## config.mk

```make
export PLATFORM = sky130hd
export DESIGN_NAME = sw_master
export DESIGN_NICKNAME = d
export VERILOG_FILES = /design/src/sw_pkg.sv /design/src/sw_master.sv /design/src/sw_res_buf.sv
export SDC_FILE = /design/constraint.sdc
export NUM_CORES = 1
export LEC_CHECK = 0
export CORE_ASPECT_RATIO = 1.5
export CORE_UTILIZATION = 50
export CTS_CLUSTER_DIAMETER = 200
export DETAILED_ROUTE_END_ITERATION = 16
export DONT_BUFFER_PORTS = 1
export PLACE_DENSITY = 0.68
export SYNTH_ARGS = -nofsm -noshare
export SYNTH_HDL_FRONTEND = slang
export SYNTH_HIERARCHICAL = 1
export SYNTH_SLANG_ARGS = --single-unit
```

## constraint.sdc

```tcl
create_clock -name clk -period 1.9 [get_ports clk]
set_input_delay 0.38 -clock clk [delete_from_list [all_inputs] [get_ports clk]]
set_output_delay 0.38 -clock clk [all_outputs]
set_load 0.02 [all_outputs]
```

## src/sw_pkg.sv

```systemverilog
package sw_pkg;

    // Clock rate and the one-microsecond timebase derived from it
    localparam int unsigned CLK_HZ       = 100_000_000;
    localparam int unsigned TICK_CYC     = CLK_HZ / 1_000_000;
    localparam int unsigned TICK_W       = 7;
    localparam int unsigned US_W         = 10;

    // Line timing, in microseconds
    localparam int unsigned T_RSTL_MIN_US = 480;
    localparam int unsigned T_RSTL_US     = 511;
    localparam int unsigned T_RSTH_MIN_US = 480;
    localparam int unsigned T_RSTH_US     = 512;
    localparam int unsigned T_PDH_MIN_US  = 15;
    localparam int unsigned T_PDH_MAX_US  = 60;
    localparam int unsigned T_PDL_MIN_US  = 60;
    localparam int unsigned T_WR0_MIN_US  = 60;
    localparam int unsigned T_WR0_US      = 100;
    localparam int unsigned T_WR0_MAX_US  = 120;
    localparam int unsigned T_SLOT_MIN_US = 60;
    localparam int unsigned T_SLOT_US     = 117;
    localparam int unsigned T_SLOT_MAX_US = 120;
    localparam int unsigned T_LOW1_MIN_US = 1;
    localparam int unsigned T_LOW1_US     = 5;
    localparam int unsigned T_LOW1_MAX_US = 15;
    localparam int unsigned T_RD_SMP_US   = 13;
    localparam int unsigned T_REL_MIN_US  = 15;

    // Presence is looked for until the shortest pulse starting late must still be low
    localparam int unsigned T_PRES_END_US = T_PDH_MAX_US + T_PDL_MIN_US / 4;

    // Same figures as cycle counts for checking
    localparam int unsigned C_RSTL_MIN   = T_RSTL_MIN_US * TICK_CYC;
    localparam int unsigned C_RSTH_MIN   = T_RSTH_MIN_US * TICK_CYC;
    localparam int unsigned C_WR0_MIN    = T_WR0_MIN_US * TICK_CYC;
    localparam int unsigned C_WR0_MAX    = T_WR0_MAX_US * TICK_CYC;
    localparam int unsigned C_LOW1_MIN   = T_LOW1_MIN_US * TICK_CYC;
    localparam int unsigned C_LOW1_MAX   = T_LOW1_MAX_US * TICK_CYC;
    localparam int unsigned C_SLOT_MIN   = T_SLOT_MIN_US * TICK_CYC;
    localparam int unsigned C_SLOT_MAX   = T_SLOT_MAX_US * TICK_CYC;
    localparam int unsigned C_REL_MIN    = T_REL_MIN_US * TICK_CYC;

    // Commands from the controlling logic
    typedef enum logic [1:0] {
        SW_OP_RESET  = 2'h0,
        SW_OP_WRITE0 = 2'h1,
        SW_OP_WRITE1 = 2'h2,
        SW_OP_READ   = 2'h3
    } sw_op_t;

    // Sequencer states
    typedef enum logic [4:0] {
        SW_ST_IDLE     = 5'h01,
        SW_ST_RST_LOW  = 5'h02,
        SW_ST_RST_HIGH = 5'h04,
        SW_ST_SLOT_LOW = 5'h08,
        SW_ST_SLOT_REL = 5'h10
    } sw_state_t;

    // One result word: presence flag of a reset, or a bit read
    typedef struct packed {
        logic is_presence;
        logic value;
    } sw_res_t;

endpackage : sw_pkg

```

## src/sw_master.sv

```systemverilog
`timescale 1ns/10ps

// Functional notes
// RULE_01: Reset pulse holds the line low 511 us, never under 480 us, then releases.
// RULE_02: After the reset pulse the line stays released 512 us before any slot.
// RULE_03: Slave starts its presence pulse 15 to 60 us after release.
// RULE_04: Presence pulse lasts 60 to 240 us; a low in that window means present.
// RULE_05: A zero bit holds the line low 100 us, within 60 to 120 us.
// RULE_06: A write-zero slot lasts 117 us, at least its low time, at most 120.
// RULE_07: Write-one and read slots start with a 5 us low, within 1 to 15 us.
// RULE_08: Write-one and read slots last 117 us, within 60 to 120 us.
// RULE_09: Slave releases a read slot 15 to 45 us after the slot starts.
// RULE_10: One read sample per slot, after the low, before 15 us; low is zero.
// RULE_11: Line released between slots; presence seen is reported upward.
module sw_master
(
    // Clock and reset
    input  wire logic            clk,
    input  wire logic            reset,
    // Command port
    input  wire logic            cmd_valid,
    input  wire sw_pkg::sw_op_t  cmd_op,
    output logic                 cmd_ready,
    // Result port
    output logic                 res_valid,
    input  wire logic            res_ready,
    output sw_pkg::sw_res_t      res_data,
    // Status
    output logic                 busy,
    output logic                 presence,
    // Open-drain bus line
    input  wire logic            line_in,
    output logic                 line_out,
    output logic                 line_oe
);

    sw_pkg::sw_state_t              state_r;
    sw_pkg::sw_op_t                 op_r;
    logic [sw_pkg::TICK_W-1:0]      tick_r;
    logic [sw_pkg::US_W-1:0]        us_r;
    logic                           tick_last;
    logic                           cmd_ready_r;
    logic                           busy_r;
    logic                           line_oe_r;
    logic                           line_out_r;
    logic                           presence_r;
    logic                           pres_seen_r;
    logic                           read_bit_r;
    logic                           sample_r;
    logic                           push_r;
    sw_pkg::sw_res_t                push_data_r;
    logic                           buf_in_ready;
    logic                           accept;
    logic [sw_pkg::US_W-1:0]        low_end_us;

    assign tick_last  = (tick_r == sw_pkg::TICK_W'(sw_pkg::TICK_CYC - 1));
    assign accept     = cmd_valid && cmd_ready_r;
    assign cmd_ready  = cmd_ready_r;
    assign busy       = busy_r;
    assign presence   = presence_r;
    assign line_oe    = line_oe_r;
    assign line_out   = line_out_r;
    assign low_end_us = (op_r == sw_pkg::SW_OP_WRITE0)
                      ? sw_pkg::US_W'(sw_pkg::T_WR0_US - 1)
                      : sw_pkg::US_W'(sw_pkg::T_LOW1_US - 1);

    // Microsecond timebase, restarted at command accept and at the end of the reset low so phase edges are exact
    always_ff @(posedge clk or posedge reset)
    begin
        if (reset)
        begin
            tick_r <= '0;
            us_r   <= '0;
        end
        else if (accept || (state_r == sw_pkg::SW_ST_RST_LOW && tick_last
                 && us_r == sw_pkg::US_W'(sw_pkg::T_RSTL_US - 1)))
        begin
            tick_r <= '0;
            us_r   <= '0;
        end
        else if (tick_last)
        begin
            tick_r <= '0;
            us_r   <= us_r + sw_pkg::US_W'(1);
        end
        else
        begin
            tick_r <= tick_r + sw_pkg::TICK_W'(1);
        end
    end

    // Sequencer; a command is only taken when the result buffer has room
    always_ff @(posedge clk or posedge reset)
    begin
        if (reset)
        begin
            state_r     <= sw_pkg::SW_ST_IDLE;
            op_r        <= sw_pkg::SW_OP_RESET;
            cmd_ready_r <= 1'b0;
            busy_r      <= 1'b0;
            line_oe_r   <= 1'b0;
        end
        else
        begin
            case (state_r)
                sw_pkg::SW_ST_IDLE:
                begin
                    line_oe_r   <= 1'b0;                              // [RULE_11]
                    cmd_ready_r <= buf_in_ready && !push_r && !accept; // Pending push may fill tail
                    if (accept)
                    begin
                        op_r      <= cmd_op;
                        busy_r    <= 1'b1;
                        line_oe_r <= 1'b1;
                        state_r   <= (cmd_op == sw_pkg::SW_OP_RESET)
                                   ? sw_pkg::SW_ST_RST_LOW : sw_pkg::SW_ST_SLOT_LOW;
                    end
                end
                sw_pkg::SW_ST_RST_LOW:
                begin
                    if (tick_last && us_r == sw_pkg::US_W'(sw_pkg::T_RSTL_US - 1))
                    begin
                        line_oe_r <= 1'b0;                            // [RULE_01]
                        state_r   <= sw_pkg::SW_ST_RST_HIGH;
                    end
                end
                sw_pkg::SW_ST_RST_HIGH:
                begin
                    if (tick_last && us_r == sw_pkg::US_W'(sw_pkg::T_RSTH_US - 1))
                    begin
                        busy_r  <= 1'b0;                              // [RULE_02]
                        state_r <= sw_pkg::SW_ST_IDLE;
                    end
                end
                sw_pkg::SW_ST_SLOT_LOW:
                begin
                    if (tick_last && us_r == low_end_us)
                    begin
                        line_oe_r <= 1'b0;                            // [RULE_05] [RULE_07]
                        state_r   <= sw_pkg::SW_ST_SLOT_REL;
                    end
                end
                sw_pkg::SW_ST_SLOT_REL:
                begin
                    // Release phase fills the slot, giving the line time to recover
                    if (tick_last && us_r == sw_pkg::US_W'(sw_pkg::T_SLOT_US - 1))
                    begin
                        busy_r  <= 1'b0;                              // [RULE_06] [RULE_08]
                        state_r <= sw_pkg::SW_ST_IDLE;
                    end
                end
                default:
                begin
                    line_oe_r <= 1'b0;
                    busy_r    <= 1'b0;
                    state_r   <= sw_pkg::SW_ST_IDLE;
                end
            endcase
        end
    end

    // Line is only ever pulled low; the pull-up gives the high level
    always_ff @(posedge clk or posedge reset)
    begin
        if (reset)
            line_out_r <= 1'b0;
        else
            line_out_r <= 1'b0;
    end

    // Presence window covers every legal late start of the shortest pulse
    always_ff @(posedge clk or posedge reset)
    begin
        if (reset)
            pres_seen_r <= 1'b0;
        else if (state_r == sw_pkg::SW_ST_RST_LOW)
            pres_seen_r <= 1'b0;
        else if (state_r == sw_pkg::SW_ST_RST_HIGH && !line_in             // [RULE_03]
                 && us_r >= sw_pkg::US_W'(sw_pkg::T_PDH_MIN_US)
                 && us_r <  sw_pkg::US_W'(sw_pkg::T_PRES_END_US))
            pres_seen_r <= 1'b1;                                       // [RULE_04]
    end

    // One read sample, well before the slave may let go of a zero
    always_ff @(posedge clk or posedge reset)
    begin
        if (reset)
        begin
            sample_r   <= 1'b0;
            read_bit_r <= 1'b0;
        end
        else
        begin
            sample_r <= state_r == sw_pkg::SW_ST_SLOT_REL && op_r == sw_pkg::SW_OP_READ
                     && tick_last && us_r == sw_pkg::US_W'(sw_pkg::T_RD_SMP_US - 1);
            if (state_r == sw_pkg::SW_ST_SLOT_REL && op_r == sw_pkg::SW_OP_READ
                && tick_last && us_r == sw_pkg::US_W'(sw_pkg::T_RD_SMP_US - 1))
                read_bit_r <= line_in;                                 // [RULE_10] [RULE_09]
        end
    end

    // Result words at the end of a reset or right after the read sample; room was checked at accept
    always_ff @(posedge clk or posedge reset)
    begin
        if (reset)
        begin
            push_r      <= 1'b0;
            push_data_r <= '0;
            presence_r  <= 1'b0;
        end
        else
        begin
            push_r <= 1'b0;
            if (state_r == sw_pkg::SW_ST_RST_HIGH && tick_last
                && us_r == sw_pkg::US_W'(sw_pkg::T_RSTH_US - 1))
            begin
                push_r      <= 1'b1;
                push_data_r <= '{is_presence: 1'b1, value: pres_seen_r};
                presence_r  <= pres_seen_r;                            // [RULE_11]
            end
            else if (sample_r)
            begin
                push_r      <= 1'b1;
                push_data_r <= '{is_presence: 1'b0, value: read_bit_r};
            end
        end
    end

    sw_res_buf u_buf
    (
        .clk       (clk),
        .reset     (reset),
        .in_valid  (push_r),
        .in_ready  (buf_in_ready),
        .in_data   (push_data_r),
        .out_valid (res_valid),
        .out_ready (res_ready),
        .out_data  (res_data)
    );

    // Helper counters: cycles of the current low and of the current release/slot
    int unsigned low_len_r;
    int unsigned rel_len_r;
    int unsigned slot_len_r;
    always_ff @(posedge clk or posedge reset)
    begin
        if (reset)
        begin
            low_len_r  <= 0;
            rel_len_r  <= 0;
            slot_len_r <= 0;
        end
        else
        begin
            low_len_r  <= line_oe_r ? low_len_r + 1 : 0;
            rel_len_r  <= line_oe_r ? 0 : rel_len_r + 1;
            slot_len_r <= (state_r == sw_pkg::SW_ST_SLOT_LOW
                          || state_r == sw_pkg::SW_ST_SLOT_REL) ? slot_len_r + 1 : 0;
        end
    end
endmodule : sw_master

```

## src/sw_res_buf.sv

```systemverilog
`timescale 1ns/10ps

// Two-entry buffer; head entry drives the outputs straight from flops
module sw_res_buf
(
    // Clock and reset
    input  wire logic           clk,
    input  wire logic           reset,
    // Filling side
    input  wire logic           in_valid,
    output logic                in_ready,
    input  wire sw_pkg::sw_res_t in_data,
    // Draining side
    output logic                out_valid,
    input  wire logic           out_ready,
    output sw_pkg::sw_res_t     out_data
);

    logic            head_valid_r;
    logic            tail_valid_r;
    sw_pkg::sw_res_t head_data_r;
    sw_pkg::sw_res_t tail_data_r;
    logic            push;
    logic            pop;

    // Ready only while the tail slot is free, so a stalled reader loses nothing
    assign in_ready  = !tail_valid_r;
    assign out_valid = head_valid_r;
    assign out_data  = head_data_r;
    assign push      = in_valid && !tail_valid_r;
    assign pop       = head_valid_r && out_ready;

    // Entry movement
    always_ff @(posedge clk or posedge reset)
    begin
        if (reset)
        begin
            head_valid_r <= 1'b0;
            tail_valid_r <= 1'b0;
            head_data_r  <= '0;
            tail_data_r  <= '0;
        end
        else if (!head_valid_r || pop)
        begin
            if (tail_valid_r)
            begin
                head_data_r  <= tail_data_r;
                head_valid_r <= 1'b1;
                tail_valid_r <= 1'b0;
            end
            else
            begin
                head_data_r  <= in_data;
                head_valid_r <= push;
            end
        end
        else if (push)
        begin
            tail_data_r  <= in_data;
            tail_valid_r <= 1'b1;
        end
    end
endmodule : sw_res_buf

```

Yosys cells after proc, flatten, opt, wreduce, memory -nomap -nowiden
Index checks and enable logic that the tools add are counted.

Output and inout port bits: 8. Register bits: 40. Input bits: 7. Logic and storage cells: 113.

Equality and inequality tests: 18. Bitwise logic cells: 3. Reductions and logical operators: 38. Add/sub/neg operators: 2. Multiplexer cells: 30. Magnitude comparators: 2.

Operator list (number): 5-bit 2-to-1 mux (5); 5-bit case mux with 5 select lines (1); 7-bit 2-to-1 mux (3); 10-bit by 9-bit equality test with 1-bit output, second input constant (2); 10-bit 2-to-1 mux (2); 1-bit logical AND (19); 1-bit 2-to-1 mux (13); 10-bit by 1-bit adder with 10-bit output, second input constant (1); 10-bit by 4-bit equality test with 1-bit output, second input constant (1); 10-bit by 7-bit equality test with 1-bit output (1); 10-bit by 7-bit equality test with 1-bit output, second input constant (1); 10-bit by 4-bit greater-or-equal comparator with 1-bit output, second input constant (1); 10-bit by 7-bit less-than comparator with 1-bit output, second input constant (1); 2-bit inequality test, second input constant (5); 1-bit case mux with 4 select lines (2); 2-bit nonzero test (4); 7-bit by 1-bit adder with 7-bit output, second input constant (1); 7-bit equality test, second input constant (1); 2-bit 2-to-1 mux (3); 5-bit by 1-bit equality test with 1-bit output, second input constant (1); 5-bit by 2-bit equality test with 1-bit output, second input constant (1); 5-bit by 3-bit equality test with 1-bit output, second input constant (1); 5-bit by 4-bit equality test with 1-bit output, second input constant (1); 5-bit equality test, second input constant (1); other kinds (12) (21).

Depth between registers and ports, before layout
Depth in word-level cells: 6. Gate-level depth with buffers: 6. Mapped depth without buffers: 6.

Modules after synthesis
Netlist, hierarchy kept.

Modules (own cells, without submodules): sw_master (times used 1, area each 1745.4 µm², cells each 174); sw_res_buf (times used 1, area each 275.3 µm², cells each 19).

Worst setup path before layout
No wires, ideal clock.

Path kind: register to register. Start point: register tick_r[0] (netlist bit). End point: register us_r[0] (netlist bit). Stages on the path, launching flop included: 7. Required time: 1.772 ns. Library setup time: 0.128 ns. Path slack: 0.098 ns. Arrival: 1.675 ns. Cell sequence: dfrtp_1 > ha_1 > nand4bb_4 > nand4bb_1 > or4_4 > o21ai_4 > nor2_1.

Longest elaborated chain between the ends: 5. Elaborated cells on any way between the ends: 6. Those cells by class: eq/ne: 1; mux: 1; reduce/logical: 4.

Ends and longest elaborated chain: from (decl) (RTL line sw_master.sv:39) `logic [sw_pkg::TICK_W-1:0] tick_r;`; from (signal assigned) (RTL line sw_master.sv:88) `tick_r <= tick_r + sw_pkg::TICK_W'(1);`; 7-bit equality test (*) (RTL line sw_master.sv:56) `assign tick_last = (tick_r == sw_pkg::TICK_W'(sw_pkg::TICK_CYC - 1));`; 1-bit logical AND (RTL line sw_master.sv:75) `else if (accept || (state_r == sw_pkg::SW_ST_RST_LOW && tick_last`; 1-bit logical AND (RTL line sw_master.sv:76) `&& us_r == sw_pkg::US_W'(sw_pkg::T_RSTL_US - 1)))`; 1-bit logical OR (RTL line sw_master.sv:75); 10-bit 2-to-1 mux or 2-bit nonzero test (tied branches); to (signal assigned) (RTL line sw_master.sv:84) `us_r <= us_r + sw_pkg::US_W'(1);`; to (decl) (RTL line sw_master.sv:40) `logic [sw_pkg::US_W-1:0] us_r;`.

Every way passes the cells marked *; elsewhere a longest branch is shown, timed or not. A chain may end at the register's enable or synchronous reset.

Worst setup path after layout
Ends and elaborated chain as after synthesis.

==> impl_metrics.toml <==
[clock_network]
path_clk_slew_ns = 0.08
clock_path_buffers = 2
cts_tree = "built"
clock_latency_ns = 0.29
ctsRootBufferMaster = "clkbuf_8"
htree_levels = 2
cts.sinks = 40
post-cts-setup-buffers = 0
numCtsBuffers = 5

[global_routing]
grt_start_max_net_pins = 18
grt-ovfl-total = 0
antenna_found_initial = 0
grt_usage = 0.210
grt_pass1_vias = 1458
grt_first_pass_wirelength_mm = 6.31

[routing]
wirelength_mm = 4.09
vias = 1471
postRouteAntennaNets = 0
first_pass_iters = 4
viasPerCell = 5.66
drtIter0Drc = 27
drc = 0
wire_per_inst_um = 15.7

[timing]
hold_viol_final = 0
worstMarginPinSlew_ns = 0.495
period_needed_ns = 1.86
rsz0062_at_grt = "true"
skew_ns = 0.00836
slew_headroom = 0.667
period_share = 0.977
setup_viol = 0
drv_slew = 0
hold_slack_ns = 0.00979
max_freq_mhz = 539

[critical_path]
startpoint_type = "register"
rr_worst_depth = 6
startpoint = "tick_r[0]$_DFF_PP0_"
rrSetupSlack_ns = 0.04
crit_top_cell = "nand4bb_4"
crit_buf_inv = 0
cp.required_ns = 2.07
cp_max_fo = 5
end_kind = "register"
critical_path_class = "reg2reg"
cp_top_family = "simple AND/OR/NAND/NOR gates"
max_stage_delay_ns = 0.49
reg2reg_from = "tick_r[0]$_DFF_PP0_"
r2r-end = "us_r[0]$_DFFE_PP0P_"
cp_cell_sequence = "ha_2 > nand4bb_4 > nand4bb_4 > or4_4 > o21ai_4 > nor2_1"
cp_slowest_cell = "or4_4"
cp.arrival_ns = 2.03

[cells_and_area]
fin_cells = 260
synthToLayoutAreaGrowth_pct = 18.0
nets = 227
final_common_cell = "dfrtp_1"
antenna_cells = 0
layout_common_cells = "dfrtp_1 (39), nor2_1 (25), nand2_1 (17), buf_4 (17)"
drive_gt1_frac = 0.217

[floorplan]
start_util = 0.534
coreArea_sq_um = 3780
die_y_um = 79.9
rows = 27
die_width_um = 53.9
die-area_sq_um = 4300
ios = 15

[outcome]
status = "complete, no violations"

[place]
dp.cells = 250
gp_congestion = 0.891
port_buffers = 0
hpwl_mm = 3.03

[power_and_ir_drop]
switchingPower_w = 0.000656
power_density_nw_per_um2 = 993
pwr-share-comb = 0.190
p_int_w = 0.00171
irDropWorstVdd_mv = 1.05
seqPwrFrac = 0.467
swShare = 0.277
cellLeakagePower_nw = 1.13
power_frac_clock = 0.343

[synth]
syn_avg_cell_area_sq_um = 10.5
syn_area_sq_um = 2020
synth_top_area_cell = "dfrtp_1"
ys_warn_count = 6
synth_fp_nets = 204
yosys.area_share.adder = 0.0248
synthSimpleGateAreaFrac = 0.244
syn-instance-count = 193
synth-edff-count = 0
synthMuxAreaShare = 0.0743
synth_flop_cell = "dfrtp_1"
ys_seq_elements = 40
yosysSeqAreaShare = 0.496
synth_top_family_by_area = "simple AND/OR/NAND/NOR gates"
synth_compound_area_frac = 0.0669
synthXorXnorAreaFrac = 0.0650
synthArstFlopShare = 1.00
synth_top_area_share = 0.483
synthTopCellsByArea = "dfrtp_1 (48%), nor2_1 (5.0%), xor2_1 (4.3%)"
synth.distinct_cells = 44

[flow_run]
cap_violations = 0

[hold_path]
min_path_type = "in2async"
-- stage by stage --
step / area (sq um) / total power, W / util / setup TNS (ns) / setup WS (ns)
after floorplan: 2020 / 0.00144 / - / 0 / 0.0976
after global placement: 2180 / 0.00152 / 0.577 / 0 / 0.0244
after detailed placement: 2180 / 0.00154 / 0.577 / -0.0426 / -0.0375
after CTS: 2350 / 0.00238 / 0.621 / -0.00271 / -0.00271
after global routing: 2380 / 0.00251 / 0.630 / -0.360 / -0.0751
final: 2380 / 0.00237 / 0.630 / 0 / 0.0444
-- flip-flops by register name, summed over array words and instances, names as in the netlist, 2 cells and up --
name and count:
us_r 10, tick_r 7, state_r 5, op_r 2
push_data_r 2, u_buf/out_data 2, u_buf/tail_data_r 2
-- cell usage after synthesis, drive strengths merged (2+ instances only) --
library cell  number
o2111a             2
nand2             17
a41o               2
nor3               5
a21oi              3
nand3              4
mux2              12
dfrtp             39
buf                2
nor2              27
nand4              3
nand2b             5
nand4b             2
and3               3
o21ai              9
nor4               4
xnor2              5
inv               10
ha                 4
and2               4
nand3b             3
nand4bb            2
nor2b              2
xor2              10
-- routing by layer --
metal | vias up | share of wire | GRT usage
li1 | 707 | - | -
met1 | 728 | 0.39 | 0.209
met2 | 26 | 0.55 | 0.375
met3 | 10 | 0.029 | 0.0419
met4 | 0 | 0.033 | 0.126
met5 | - | 0 | 0
-- layout make-up --
class / count / area [sq um]
multi-input cells: 141 / 1020
clock buffers: 6 / 72.6
fillers: 292 / 1400
repair buffers: 18 / 138
well taps: 43 / 53.8
clock inverters: 2 / 60.1
inverters: 10 / 37.5
flip-flops and latches: 40 / 1000
-- repair_timing --
item,in CTS,in global routing
pin swaps,1,7
hold buffers,1,0
gates resized for setup,2,6
endpoints found under the setup margin,5,13
endpoints found under the hold margin,6,0
gates cloned,1,0
-- power groups by stage --
stage	sequential [W]	clock, W	combinational (W)
floorplan	0.00109	0	0.000347
global placement	0.00111	0	0.000412
detailed placement	0.00112	0	0.000424
CTS	0.00110	0.000831	0.000444
global route	0.00112	0.000874	0.000512
finish	0.00110	0.000813	0.000450
-- cell families after synthesis --
logic type                 count (synthesis)
AOI/OAI and AO/OA                         19
xor gates and xnor gates                  15
adders and majority gates                  4
buffers and inverters                     13
DFF                                       40
muxes                                     12
other                                      1
and+or+nand+nor                           89
-- worst max path at each step --
stage                                         to  slack, ns  depth (start not counted)
after floorplan              us_r[0]$_DFFE_PP0P_        0.1                          6
after global placement    read_bit_r$_DFFE_PP0P_       0.02                          7
after detailed placement  read_bit_r$_DFFE_PP0P_      -0.04                          7
after CTS                    us_r[4]$_DFFE_PP0P_     -0.003                          6
after global routing         us_r[8]$_DFFE_PP0P_      -0.08                          6
final                        us_r[0]$_DFFE_PP0P_       0.04                          6
Note: power is estimated with default switching activity, not from simulation.
